[src/common/cld_pkg.sv]
// Purpose: shared constants and types of the character display decoder
// Assumes: system clock 250 MHz, internal oscillator 270 kHz
// Notes:   execution times are kept in microseconds and converted to ticks
package cld_pkg;
  // clock and oscillator rates
  localparam int CLD_CLK_HZ = 250_000_000;
  localparam int CLD_OSC_HZ = 270_000;
  localparam int CLD_OSC_DIV = CLD_CLK_HZ / CLD_OSC_HZ;
  localparam int CLD_US_PER_S = 1_000_000;
  // execution times in microseconds
  localparam int CLD_T_LONG_US = 1530;
  localparam int CLD_T_CMD_US = 39;
  localparam int CLD_T_DATA_US = 43;
  // execution times in oscillator ticks, rounded up
  localparam logic [8:0] CLD_TK_LONG = 9'((CLD_T_LONG_US * CLD_OSC_HZ
    + CLD_US_PER_S - 1) / CLD_US_PER_S);
  localparam logic [8:0] CLD_TK_CMD = 9'((CLD_T_CMD_US * CLD_OSC_HZ
    + CLD_US_PER_S - 1) / CLD_US_PER_S);
  localparam logic [8:0] CLD_TK_DATA = 9'((CLD_T_DATA_US * CLD_OSC_HZ
    + CLD_US_PER_S - 1) / CLD_US_PER_S);
  // class bits, highest set bit names the instruction
  localparam int CLD_B_DDADDR = 7;
  localparam int CLD_B_CGADDR = 6;
  localparam int CLD_B_FUNC = 5;
  localparam int CLD_B_SHIFT = 4;
  localparam int CLD_B_DISPCTL = 3;
  localparam int CLD_B_ENTRY = 2;
  localparam int CLD_B_HOME = 1;
  localparam int CLD_B_CLEAR = 0;
  // field positions inside instructions
  localparam int CLD_B_BUSW = 4;
  localparam int CLD_B_LINES = 3;
  localparam int CLD_B_FONT = 2;
  localparam int CLD_B_STGT = 3;
  localparam int CLD_B_SDIR = 2;
  localparam int CLD_B_DON = 2;
  localparam int CLD_B_CUR = 1;
  localparam int CLD_B_BLK = 0;
  localparam int CLD_B_INC = 1;
  localparam int CLD_B_ASH = 0;
  // memory geometry and fixed values
  localparam int CLD_AW_DD = 7;
  localparam int CLD_AW_CG = 6;
  localparam logic [7:0] CLD_SPACE = 8'h20;
  localparam logic [6:0] CLD_AC_ZERO = 7'h00;
  localparam logic [6:0] CLD_CG_MASK = 7'h3F;
  localparam logic [6:0] CLD_CLR_LAST = 7'h7F;
  localparam logic [6:0] CLD_ONE = 7'h01;
  localparam logic [3:0] CLD_NIB_PAD = 4'h0;
  // nibble phase of the 4-bit bus
  typedef enum logic [0:0] {
    CLD_NIB_HI = 1'b0,
    CLD_NIB_LO = 1'b1
  } cld_nib_e;
  // decoded instruction class
  typedef enum logic [3:0] {
    CLD_OP_NOP = 4'h0,
    CLD_OP_CLEAR = 4'h1,
    CLD_OP_HOME = 4'h2,
    CLD_OP_ENTRY = 4'h3,
    CLD_OP_DISPCTL = 4'h4,
    CLD_OP_SHIFT = 4'h5,
    CLD_OP_FUNC = 4'h6,
    CLD_OP_CGADDR = 4'h7,
    CLD_OP_DDADDR = 4'h8
  } cld_op_e;
endpackage

[src/design/cld_char_lcd_decoder.sv]
// Purpose: instruction decoder and executor of a character display
// Assumes: host bus pins are synchronous to SYS_CLK; transfer on E fall
// Notes:   transfers other than status reads are ignored while busy
// Operation
// - each accepted byte takes effect at once, its busy time counted on the internal clock, the all-zero instruction excepted
// - address counter steps by one after every RAM access
// - busy flag reads high on data line 7 during execution
// - status read returns busy flag and 7-bit address, adds no time
// - clear fills display RAM with spaces, address zero, increment mode
// - return home zeroes address and undoes display shift
// - entry mode stores step direction and auto shift
// - direction high steps address up, low steps it down
// - glyph RAM accesses step the address the same way
// - auto shift moves the display only on display RAM writes, not on reads or glyph writes
// - display control loads display, cursor and blink enables
// - shift instruction uses target and direction bits, RAM untouched
// - function set loads bus width, line count and font size
// - glyph address set loads six bits and selects glyph RAM
// - display address set loads seven bits and selects display RAM
// - data write stores the byte in the selected RAM
// - data read returns the byte of the selected RAM
// - 4-bit width moves each byte as two upper-line nibbles
// - display off blanks the character output but keeps RAM contents
// - cursor shift steps address, display shift moves the window
`timescale 1ns/1ps
module cld_char_lcd_decoder import cld_pkg::*; #(
  parameter int OSC_DIV = CLD_OSC_DIV
) (
  // clock and reset
  input wire logic SYS_CLK,
  input wire logic RST,
  // host parallel bus
  input wire logic REG_SELECT,
  input wire logic READ_WRITE_SEL,
  input wire logic ENABLE,
  input wire logic [7:0] DB_IN,
  output logic [7:0] DB_OUT,
  output logic DB_OE,
  // execution status
  output logic BUSY_FLAG,
  output logic [6:0] ADDR_COUNTER,
  output logic GLYPH_SEL,
  // mode bits
  output logic INCR_DECR,
  output logic AUTO_SHIFT,
  output logic DISPLAY_ON,
  output logic CURSOR_ON,
  output logic BLINK_ON,
  output logic BUS_WIDTH,
  output logic LINE_COUNT,
  output logic FONT_SIZE,
  output logic [6:0] DISP_SHIFT,
  // pixel drive side
  input wire logic [6:0] DISP_COL,
  output logic [7:0] DISP_CHAR,
  input wire logic [5:0] GLYPH_ADDR,
  output logic [7:0] GLYPH_ROW
);
  typedef struct packed {
    logic e_d;
    cld_nib_e nib;
    logic [3:0] hi_nib;
    logic [6:0] ac;
    logic cg_sel;
    logic incr_decr;
    logic auto_shift;
    logic display_on;
    logic cursor_on;
    logic blink_on;
    logic bus_width;
    logic line_count;
    logic font_size;
    logic [6:0] shift_off;
    logic clearing;
    logic [6:0] clr_idx;
    logic [7:0] dout;
    logic [7:0] disp_char;
    logic [7:0] glyph_row;
  } cld_state_s;

  cld_state_s r_ff;
  cld_state_s nxt_r;

  logic busy;
  logic fall;
  logic xfer_done;
  logic status_rd;
  logic accept;
  logic acc_wr;
  logic acc_rd;
  logic acc_cmd;
  logic [7:0] byte_in;
  logic [7:0] rd_byte;
  logic [7:0] dd_rdata;
  logic [7:0] cg_rdata;
  logic [7:0] dd_view;
  logic [7:0] cg_view;
  logic [6:0] ac_step;
  logic [6:0] ac_back;
  logic [6:0] ac_fwd;
  logic [6:0] view_addr;
  logic dd_we;
  logic cg_we;
  logic [6:0] dd_waddr;
  logic [7:0] dd_wdata;
  logic tmr_start;
  logic [8:0] tmr_ticks;
  cld_op_e op;

  // a transfer is taken on the falling edge of the enable strobe
  assign fall = r_ff.e_d & ~ENABLE;
  // in 4-bit mode only the second nibble completes a byte
  assign xfer_done = fall & (r_ff.bus_width | r_ff.nib == CLD_NIB_LO);
  assign byte_in = r_ff.bus_width ? DB_IN
                                  : {r_ff.hi_nib, DB_IN[7:4]};
  assign status_rd = ~REG_SELECT & READ_WRITE_SEL;
  assign accept = xfer_done & ~status_rd & ~busy;
  assign acc_wr = accept & REG_SELECT & ~READ_WRITE_SEL;
  assign acc_rd = accept & REG_SELECT & READ_WRITE_SEL;
  assign acc_cmd = accept & ~REG_SELECT & ~READ_WRITE_SEL;

  // instruction class from the highest set bit, lower bits ignored
  always_comb begin
    op = CLD_OP_NOP;
    if (byte_in[CLD_B_DDADDR]) begin
      op = CLD_OP_DDADDR;
    end else if (byte_in[CLD_B_CGADDR]) begin
      op = CLD_OP_CGADDR;
    end else if (byte_in[CLD_B_FUNC]) begin
      op = CLD_OP_FUNC;
    end else if (byte_in[CLD_B_SHIFT]) begin
      op = CLD_OP_SHIFT;
    end else if (byte_in[CLD_B_DISPCTL]) begin
      op = CLD_OP_DISPCTL;
    end else if (byte_in[CLD_B_ENTRY]) begin
      op = CLD_OP_ENTRY;
    end else if (byte_in[CLD_B_HOME]) begin
      op = CLD_OP_HOME;
    end else if (byte_in[CLD_B_CLEAR]) begin
      op = CLD_OP_CLEAR;
    end
  end

  // address stepping, glyph addresses wrap within six bits
  assign ac_fwd = r_ff.ac + CLD_ONE;
  assign ac_back = r_ff.ac - CLD_ONE;
  assign ac_step = (r_ff.incr_decr ? ac_fwd : ac_back)
                   & (r_ff.cg_sel ? CLD_CG_MASK : CLD_CLR_LAST);

  // byte presented to the host on a read
  always_comb begin
    if (~REG_SELECT) begin
      rd_byte = {busy, r_ff.ac};
    end else if (r_ff.cg_sel) begin
      rd_byte = cg_rdata;
    end else begin
      rd_byte = dd_rdata;
    end
  end

  // execution time per instruction
  always_comb begin
    tmr_start = acc_wr | acc_rd | (acc_cmd & op != CLD_OP_NOP);
    if (acc_cmd & (op == CLD_OP_CLEAR | op == CLD_OP_HOME)) begin
      tmr_ticks = CLD_TK_LONG;
    end else if (acc_wr | acc_rd) begin
      tmr_ticks = CLD_TK_DATA;
    end else begin
      tmr_ticks = CLD_TK_CMD;
    end
  end

  // next state
  always_comb begin
    nxt_r = r_ff;
    nxt_r.e_d = ENABLE;
    // nibble pairing follows every falling edge in 4-bit mode
    if (fall & ~r_ff.bus_width) begin
      if (r_ff.nib == CLD_NIB_HI) begin
        nxt_r.nib = CLD_NIB_LO;
        nxt_r.hi_nib = DB_IN[7:4];
      end else begin
        nxt_r.nib = CLD_NIB_HI;
      end
    end
    // read data, nibble-split in 4-bit mode, low lines zero
    if (r_ff.bus_width) begin
      nxt_r.dout = rd_byte;
    end else if (r_ff.nib == CLD_NIB_HI) begin
      nxt_r.dout = {rd_byte[7:4], CLD_NIB_PAD};
    end else begin
      nxt_r.dout = {rd_byte[3:0], CLD_NIB_PAD};
    end
    // background fill of display memory during clear
    if (r_ff.clearing) begin
      nxt_r.clr_idx = r_ff.clr_idx + CLD_ONE;
      if (r_ff.clr_idx == CLD_CLR_LAST) begin
        nxt_r.clearing = 1'b0;
      end
    end
    // data transfers step the counter, writes may shift the display
    if (acc_wr | acc_rd) begin
      nxt_r.ac = ac_step;
    end
    if (acc_wr & ~r_ff.cg_sel & r_ff.auto_shift) begin
      nxt_r.shift_off = r_ff.incr_decr ? r_ff.shift_off + CLD_ONE
                                       : r_ff.shift_off - CLD_ONE;
    end
    // instruction execution
    if (acc_cmd) begin
      unique case (op)
        CLD_OP_NOP: begin
        end
        CLD_OP_CLEAR: begin
          nxt_r.clearing = 1'b1;
          nxt_r.clr_idx = CLD_AC_ZERO;
          nxt_r.ac = CLD_AC_ZERO;
          nxt_r.cg_sel = 1'b0;
          nxt_r.shift_off = CLD_AC_ZERO;
          nxt_r.incr_decr = 1'b1;
        end
        CLD_OP_HOME: begin
          nxt_r.ac = CLD_AC_ZERO;
          nxt_r.cg_sel = 1'b0;
          nxt_r.shift_off = CLD_AC_ZERO;
        end
        CLD_OP_ENTRY: begin
          nxt_r.incr_decr = byte_in[CLD_B_INC];
          nxt_r.auto_shift = byte_in[CLD_B_ASH];
        end
        CLD_OP_DISPCTL: begin
          nxt_r.display_on = byte_in[CLD_B_DON];
          nxt_r.cursor_on = byte_in[CLD_B_CUR];
          nxt_r.blink_on = byte_in[CLD_B_BLK];
        end
        CLD_OP_SHIFT: begin
          if (~byte_in[CLD_B_STGT]) begin
            nxt_r.ac = byte_in[CLD_B_SDIR] ? ac_fwd : ac_back;
          end else begin
            // display moves left: window start advances
            nxt_r.shift_off = byte_in[CLD_B_SDIR]
                              ? r_ff.shift_off - CLD_ONE
                              : r_ff.shift_off + CLD_ONE;
          end
        end
        CLD_OP_FUNC: begin
          nxt_r.bus_width = byte_in[CLD_B_BUSW];
          nxt_r.line_count = byte_in[CLD_B_LINES];
          nxt_r.font_size = byte_in[CLD_B_FONT];
          nxt_r.nib = CLD_NIB_HI;
        end
        CLD_OP_CGADDR: begin
          nxt_r.ac = byte_in[6:0] & CLD_CG_MASK;
          nxt_r.cg_sel = 1'b1;
        end
        CLD_OP_DDADDR: begin
          nxt_r.ac = byte_in[6:0];
          nxt_r.cg_sel = 1'b0;
        end
      endcase
    end
    // pixel drive view, character blanked while the display is off
    nxt_r.disp_char = r_ff.display_on ? dd_view : CLD_SPACE;
    nxt_r.glyph_row = cg_view;
  end

  // state register, reset leaves an 8-bit bus and increment mode
  always_ff @(posedge SYS_CLK or posedge RST) begin
    if (RST) begin
      r_ff <= '0;
      r_ff.bus_width <= 1'b1;
      r_ff.incr_decr <= 1'b1;
      r_ff.disp_char <= CLD_SPACE;
    end else begin
      r_ff <= nxt_r;
    end
  end

  // memory write steering, the fill owns the port during clear
  assign dd_we = r_ff.clearing | (acc_wr & ~r_ff.cg_sel);
  assign cg_we = acc_wr & r_ff.cg_sel;
  assign dd_waddr = r_ff.clearing ? r_ff.clr_idx : r_ff.ac;
  assign dd_wdata = r_ff.clearing ? CLD_SPACE : byte_in;
  assign view_addr = DISP_COL + r_ff.shift_off;

  // display memory
  cld_char_ram #(
    .AW(CLD_AW_DD)
  ) u_dd_ram (
    .clk(SYS_CLK),
    .we(dd_we),
    .waddr(dd_waddr),
    .wdata(dd_wdata),
    .raddr_a(r_ff.ac),
    .rdata_a(dd_rdata),
    .raddr_b(view_addr),
    .rdata_b(dd_view)
  );

  // glyph memory
  cld_char_ram #(
    .AW(CLD_AW_CG)
  ) u_cg_ram (
    .clk(SYS_CLK),
    .we(cg_we),
    .waddr(r_ff.ac[5:0]),
    .wdata(byte_in),
    .raddr_a(r_ff.ac[5:0]),
    .rdata_a(cg_rdata),
    .raddr_b(GLYPH_ADDR),
    .rdata_b(cg_view)
  );

  // execution timer on the internal oscillator
  cld_busy_timer #(
    .OSC_DIV(OSC_DIV)
  ) u_timer (
    .clk(SYS_CLK),
    .rst(RST),
    .start(tmr_start),
    .ticks(tmr_ticks),
    .busy(busy)
  );

  // outputs
  assign DB_OUT = r_ff.dout;
  assign DB_OE = ENABLE & READ_WRITE_SEL;
  assign BUSY_FLAG = busy;
  assign ADDR_COUNTER = r_ff.ac;
  assign GLYPH_SEL = r_ff.cg_sel;
  assign INCR_DECR = r_ff.incr_decr;
  assign AUTO_SHIFT = r_ff.auto_shift;
  assign DISPLAY_ON = r_ff.display_on;
  assign CURSOR_ON = r_ff.cursor_on;
  assign BLINK_ON = r_ff.blink_on;
  assign BUS_WIDTH = r_ff.bus_width;
  assign LINE_COUNT = r_ff.line_count;
  assign FONT_SIZE = r_ff.font_size;
  assign DISP_SHIFT = r_ff.shift_off;
  assign DISP_CHAR = r_ff.disp_char;
  assign GLYPH_ROW = r_ff.glyph_row;
endmodule // cld_char_lcd_decoder

[src/design/cld_busy_timer.sv]
// Purpose: internal oscillator divider and execution countdown
// Assumes: start is a one-cycle pulse with the tick count
// Notes:   busy stays high until the last oscillator tick has passed
`timescale 1ns/1ps
module cld_busy_timer import cld_pkg::*; #(
  parameter int OSC_DIV = CLD_OSC_DIV
) (
  // clock and reset
  input wire logic clk,
  input wire logic rst,
  // start of an execution
  input wire logic start,
  input wire logic [8:0] ticks,
  // execution in progress
  output logic busy
);
  localparam logic [9:0] DIV_LAST = 10'(OSC_DIV - 1);

  typedef struct packed {
    logic [9:0] div;
    logic [8:0] left;
  } cld_tmr_s;

  cld_tmr_s r_ff;
  cld_tmr_s nxt_r;

  // divider restarts on each start so the first tick is a full period
  always_comb begin
    nxt_r = r_ff;
    if (start) begin
      nxt_r.div = DIV_LAST;
      nxt_r.left = ticks;
    end else if (r_ff.left != '0) begin
      if (r_ff.div == '0) begin
        nxt_r.div = DIV_LAST;
        nxt_r.left = r_ff.left - 9'h001;
      end else begin
        nxt_r.div = r_ff.div - 10'h001;
      end
    end
  end

  // state register
  always_ff @(posedge clk or posedge rst) begin
    if (rst) begin
      r_ff <= '0;
    end else begin
      r_ff <= nxt_r;
    end
  end

  assign busy = (r_ff.left != '0);
endmodule // cld_busy_timer

[src/design/cld_char_ram.sv]
// Purpose: byte memory with one write port and two read ports
// Assumes: reads are combinational, writes on the clock edge
// Notes:   contents are not reset, as in a real character memory
`timescale 1ns/1ps
module cld_char_ram import cld_pkg::*; #(
  parameter int AW = CLD_AW_DD
) (
  // clock
  input wire logic clk,
  // write port
  input wire logic we,
  input wire logic [AW-1:0] waddr,
  input wire logic [7:0] wdata,
  // read ports
  input wire logic [AW-1:0] raddr_a,
  output logic [7:0] rdata_a,
  input wire logic [AW-1:0] raddr_b,
  output logic [7:0] rdata_b
);
  logic [7:0] mem [2**AW];

  // write port
  always_ff @(posedge clk) begin
    if (we) begin
      mem[waddr] <= wdata;
    end
  end

  // read ports
  assign rdata_a = mem[raddr_a];
  assign rdata_b = mem[raddr_b];
endmodule // cld_char_ram

[config.mk]
export PLATFORM = sky130hd
export DESIGN_NAME = cld_char_lcd_decoder
export DESIGN_NICKNAME = d
export VERILOG_FILES = /design/src/common/cld_pkg.sv /design/src/design/cld_char_lcd_decoder.sv /design/src/design/cld_busy_timer.sv /design/src/design/cld_char_ram.sv
export SDC_FILE = /design/constraint.sdc
export NUM_CORES = 2
export LEC_CHECK = 0
export BUFFER_PORTS_ARGS = -buffer_cell sky130_fd_sc_hd__buf_2
export CORE_MARGIN = 2
export CORE_UTILIZATION = 60
export DETAILED_ROUTE_END_ITERATION = 6
export GPL_ROUTABILITY_DRIVEN = 0
export PLACE_DENSITY = 0.76
export SYNTH_ARGS = -nofsm -noshare
export SYNTH_HDL_FRONTEND = slang
export SYNTH_HIERARCHICAL = 1
export SYNTH_SLANG_ARGS = --single-unit
[constraint.sdc]
create_clock -name SYS_CLK -period 6.68 [get_ports SYS_CLK]
set_clock_uncertainty 0.15 [all_clocks]
set_input_delay 0.668 -clock SYS_CLK [delete_from_list [all_inputs] [get_ports SYS_CLK]]
set_output_delay 0.668 -clock SYS_CLK [all_outputs]
set_load 0.005 [all_outputs]
# ---- Word level (Yosys, flattened, before mapping)
# Memory sizes are Yosys's and may differ from the RTL's. A register that Yosys moved wholly into a read port is not among the register bits.
# Index checks and enable logic that the tools add are counted.
dict set report op_classes {
  muxes 51
  reduce_logical 16
  eq_ne 9
  n_bitwise 31
  add_sub_neg 8
}
# cell count
set op_table {}
lappend op_table {{$mux W8} 9}
lappend op_table {{$mux W7} 10}
lappend op_table {{$mux W19} 2}
lappend op_table {{$mux W31} 1}
lappend op_table {{$pmux W7 S4} 1}
lappend op_table {{$add A7 B1 Y7 const B} 3}
lappend op_table {{$mux W3} 7}
lappend op_table {{$mux W9} 2}
lappend op_table {{$and A1 B1 Y1} 17}
lappend op_table {{$eq A4 B3 Y1 const B} 4}
lappend op_table {{$pmux W7 S2} 1}
lappend op_table {{$reduce_and A2 Y1} 7}
lappend op_table {{$sub A7 B1 Y7 const B} 2}
lappend op_table {{$logic_not A10 Y1} 1}
lappend op_table {{$mux W1} 10}
lappend op_table {{$mux W10} 1}
lappend op_table {{$sub A10 B1 Y10 const B} 1}
lappend op_table {{$reduce_bool A9 Y1} 1}
lappend op_table {{$sub A9 B1 Y9 const B} 1}
lappend op_table {{$eq A4 B2 Y1 const B} 2}
lappend op_table {{$mux W4} 2}
lappend op_table {{$not A1 Y1} 8}
lappend op_table {{$reduce_bool A2 Y1} 4}
lappend op_table {{$add A7 B7 Y7} 1}
lappend op_table {{other kinds (11)} 17}
dict set report word_totals {
  output_inout_bits 49
  reg_bits 72
  mem_count 2
  in_bits 26
  wordCells 137
  mem_bits_rw 1536
}
# memory words word_bits read_ports rd_clocked_by_memory_dff write_ports line
set mem_list {}
lappend mem_list {u_dd_ram.mem 128 8 2 0 1 cld_char_ram.sv:20} ;# logic [7:0] mem [2**AW];
lappend mem_list {u_cg_ram.mem 64 8 2 1 1 cld_char_ram.sv:20}

# ---- Longest topological paths before layout
dict set report logic_depth {
  word_depth 14
  ltp_mapped 17
  depth_no_buf 12
}

# ---- Cells and area by module
# The synthesis kept the hierarchy.
# mod area_per_inst_um2 cells_each instances
set modules_own_cells {}
lappend modules_own_cells {{cld_char_ram (u_dd_ram)} 47528.1 2047 1}
lappend modules_own_cells {{cld_char_ram (u_cg_ram)} 23954.2 1195 1}
lappend modules_own_cells {cld_char_lcd_decoder 4475.5 490 1}
lappend modules_own_cells {cld_busy_timer 1116.1 128 1}

# ---- Worst setup path before layout
# Ideal clock, no wire load.
dict set report synth_timing {
  path_kind {register to register}
  start {reg r_ff (netlist bit BUS_WIDTH)}
  end {mem u_dd_ram.mem[0][0], data pin}
  t_arrival_ns 4.110
  setup_time_ns 0.796
  slack_ns 1.624
  path_stages_with_launch 6
  period_less_slack_ns 5.056
  cell_sequence {dfstp_2 buf_6 buf_6 buf_2 mux2i_1 nor2_1}
}
dict set report synth_between {
  elab_chain_cells 2
}
# element line
set synth_lines {}
lappend synth_lines {{from (decl)} cld_char_lcd_decoder.sv:81} ;# cld_state_s r_ff;
lappend synth_lines {{from (signal assigned)} cld_char_lcd_decoder.sv:275} ;# r_ff <= nxt_r;
lappend synth_lines {{$mux W8} cld_char_lcd_decoder.sv:114} ;# assign byte_in = r_ff.bus_width ? DB_IN
lappend synth_lines {{$mux W8} cld_char_lcd_decoder.sv:283} ;# assign dd_wdata = r_ff.clearing ? CLD_SPACE : byte_in;
lappend synth_lines {{via dd_wdata[0]} cld_char_lcd_decoder.sv:105} ;# logic [7:0] dd_wdata;
lappend synth_lines {{to (decl)} cld_char_ram.sv:20}
# The timed path passes the listed nets, and every way through them passes these cells.

# ---- Final worst setup path
dict set report layout_timing {
  start {reg u_timer/r_ff[1] (netlist bit)}
  end {mem u_dd_ram.mem[116][5] (enable)}
}
dict set report layout_between {
  elab_chain_cells 9
}
# element line
set layout_lines {}
lappend layout_lines {{from (decl)} cld_busy_timer.sv:24} ;# cld_tmr_s r_ff;
lappend layout_lines {{from (signal assigned)} cld_busy_timer.sv:48} ;# r_ff <= nxt_r;
lappend layout_lines {{$reduce_bool A9 Y1} cld_busy_timer.sv:52} ;# assign busy = (r_ff.left != '0);
lappend layout_lines {{$not A1 Y1} cld_char_lcd_decoder.sv:117} ;# assign accept = xfer_done & ~status_rd & ~busy;
lappend layout_lines {{$and A1 B1 Y1} cld_char_lcd_decoder.sv:117}
lappend layout_lines {{$and A1 B1 Y1 (2 in a row)} cld_char_lcd_decoder.sv:118} ;# assign acc_wr = accept & REG_SELECT & ~READ_WRITE_SEL;
lappend layout_lines {{$and A1 B1 Y1} cld_char_lcd_decoder.sv:280} ;# assign dd_we = r_ff.clearing | (acc_wr & ~r_ff.cg_sel);
lappend layout_lines {{$or A1 B1 Y1} cld_char_lcd_decoder.sv:280}
lappend layout_lines {{via dd_we} cld_char_lcd_decoder.sv:102} ;# logic dd_we;
lappend layout_lines {{$mux W1} cld_char_ram.sv:24} ;# if (we) begin
lappend layout_lines {{$mux W1 (implied by the code)} cld_char_ram.sv:25} ;# mem[waddr] <= wdata;
# The timed path passes the listed nets, and every way through them passes these cells.

==> impl_metrics.toml <==
[drt]
vias = 42694
routed_wl_um = 202500
avgRoutedWirePerCell_um = 35.18
drt_iter0_markers = 6383
first_pass_iters = 6
viasPerCell = 7.416
drc = 0
drtAntennaViolNets = 0

[logic_synthesis]
synthFlopType = "edfxtp_1"
async_flop_share_pct = 4.950
synth-seq-area-share_pct = 62.45
synth_edf_count = 1536
ys_types = 92
yosys_warnings = 6
syn_area_sq_mm = 0.07707
avgSynthCellArea_sq_um = 19.97
synth_seq_cells = 1616
syn_inst = 3860

[global_routing]
grt_max_degree = 110
grt_overflow = 0
grt_pass1_vias = 42464
antenna_found_initial = 6
grtUsageTotal_pct = 31.37
grt_pass1_wl_um = 295400

[job]
cap_violations = 0

[cells_and_area]
final-seq-area_sq_mm = 0.04815
multi_input_area_sq_mm = 0.02726
areaGrowthSynthToFinish_pct = 10.19
fin_nets = 4000
final_cell_mix = "edfxtp_1 (1,536), mux4_2 (942), nor2_1 (237), buf_4 (169), clkbuf_16 (166)"
diodes = 0
mostFrequentLayoutCell = "edfxtp_1"
fillers = 8133
drive_gt1_share_pct = 37.85

[floorplanning]
die_area_sq_mm = 0.1313
pin_count = 75
die_y_um = 362.4
rows = 131
start_util_pct = 60.44
dieWidth_um = 362.4
core_sq_mm = 0.1275

[sta]
rsz0062_at_grt = "false"
fin_crit_sh_pct = 89.56
setup_ws_ns = 0.6974
period_minus_slack_ns = 5.983
fin_hold_ws_ns = 0.05264
setup_violations = 0
slew_violations = 0
finalHoldViolCount = 0
relSlewSlack_pct = 13.19
worstMarginPinSlew_ns = 1.302
setup_tns_ns = 0
fmax_mhz = 167.2

[worst_setup_path]
required_ns = 7.01
worstSetupPathType = "reg -> reg"
cp-start-kind = "flop"
critPathSlowestCell = "o31ai_1"
crit_path_end_kind = "flop"
path_cells = "inv_1 > ha_1 > or4b_2 > nor3_1 > inv_1 > o21bai_4 > nor2_1 > inv_1 > o31ai_1 > buf_4 > nor2b_1 > nand2_1 > buf_4 > nor2_1 > buf_4"
arrival_ns = 6.31
cp_max_fo = 14
slowest_delay_ns = 0.84

[power_and_ir_drop]
power_leakage_nw = 26.12
power_density_mw_per_mm2 = 272.0
power_mw = 23.10
peakVddDrop_uv = 455.4

[clock_network]
cts-buffers-inserted = 163
cts_setup_buffers = 0
cts_resized = 0
clock-root-buffer = "clkbuf_16"
cts.sinks = 1616
insertion_delay_ns = 0.81
htree_num_levels = 4
clk_path_buf_depth = 3
cts_hold_buf = 2
path_clk_slew_ns = 0.06
cts_tree = "yes"

[place]
dp_slack_ns = 0.8637
dp_hpwl_um = 126400
io_buffers = 74

[run_status]
status = "completed"

[hold_path]
min_path_type = "in -> reg"
state kept, by name (all words and copies together) (netlist names), 7 cells and up:
signal	flops
DB_OUT	8
ADDR_COUNTER	7
u_dd_ram/mem	1024
u_timer/r_ff	19
r_ff	14
DISP_SHIFT	7
DISP_CHAR	8
GLYPH_ROW	8
u_cg_ram/mem	512
critical path, delay by kind of cell (launching register included):
| family | cells | cell delay [ns] |
|---|---|---|
| AND/OR/NAND/NOR | 6 | 2.20 |
| flip-flops | 1 | 0.39 |
| AO/OA/AOI/OAI | 2 | 1.13 |
| buffers and inverters | 6 | 1.61 |
| adder cells (fa/ha/maj) | 1 | 0.19 |
Yosys cell counts, types with 13 or more instances:
| cell type | n | area share [%] |
|---|---|---|
| nand2b_1 | 17 | 0.14 |
| o22ai_1 | 27 | 0.22 |
| ha_1 | 14 | 0.23 |
| clkbuf_1 | 122 | 0.59 |
| o21ai_0 | 47 | 0.31 |
| mux2_2 | 28 | 0.41 |
| buf_4 | 78 | 0.76 |
| nor3_1 | 28 | 0.18 |
| buf_1 | 53 | 0.26 |
| mux4_2 | 942 | 28 |
| a31oi_1 | 13 | 0.11 |
| nor2_1 | 243 | 1.2 |
| edfxtp_1 | 1536 | 60 |
| inv_1 | 29 | 0.14 |
| mux2i_1 | 87 | 1.1 |
| nand3_1 | 44 | 0.29 |
| a22oi_1 | 18 | 0.18 |
| and2_1 | 13 | 0.11 |
| nor2b_1 | 21 | 0.17 |
| nand2_1 | 92 | 0.45 |
| buf_2 | 65 | 0.42 |
| a21oi_1 | 31 | 0.20 |
| xnor2_1 | 22 | 0.25 |
| dfrtp_1 | 77 | 2.5 |
metal layers:
| metal | vias to the layer above | track usage, % | part of all wire, % | routed length (um) |
|---|---|---|---|---|
| li1 | 16749 | - | - | - |
| met1 | 22659 | 44.41 | 36 | 73460 |
| met2 | 2876 | 49.09 | 48 | 98130 |
| met3 | 406 | 7.338 | 12 | 23910 |
| met4 | 4 | 10.49 | 3.4 | 6982 |
| met5 | - | 0 | 0.011 | 22 |
report_power, final:
group | leakage [nW] | internal [mW] | switching, mW | total [mW]
clock network | 2.59 | 5.19 | 3.91 | 9.11
registers | 14.7 | 11.9 | 0.0216 | 11.9
logic | 8.79 | 0.581 | 1.53 | 2.11
total | 26.1 | 17.6 | 5.46 | 23.1
worst paths after layout:
check	start	end	slack [ns]	cells after the start
min in group asynchronous	RST	u_timer/r_ff[3]	0.44	3
max in group asynchronous	RST	ADDR_COUNTER[1]	5.05	4
max reg2reg	u_timer/r_ff[1]	u_dd_ram/mem[116][5]	0.70	15
max	u_timer/r_ff[1]	u_dd_ram/mem[116][5]	0.70	15
min	DB_IN[5]	r_ff[56]	0.05	2
min reg2reg	CURSOR_ON	CURSOR_ON	0.32	2
cell type report:
| type | instances | share of cell area (%) |
|---|---|---|
| inverters | 33 | 0.1503 |
| multi-input cells | 1883 | 32.10 |
| well taps | 1662 | 2.449 |
| clock buffers | 193 | 5.070 |
| repair buffers | 262 | 2.390 |
| clock inverters | 108 | 1.149 |
| flip-flops and latches | 1616 | 56.69 |
per-stage QoR:
step                      cell area, sq um  util (%)  std cells
after floorplan                      77080         -       3861
after global placement               79620     62.44       5454
after CTS                            84930     66.60       5757
final                                84930     66.60       5757
after detailed placement             79620     62.44       5454
after global routing                 84930     66.60       5757
cells by family after synthesis:
kind of cell | share of synthesized area (%)
fa+ha+maj | 0.2533
buf+inv | 2.356
xor+xnor | 0.3620
flops | 62.45
other cells | 0.009744
mux | 29.24
compound gates | 2.086
simple gates | 3.250
Note: power is estimated with default switching activity, not from simulation.
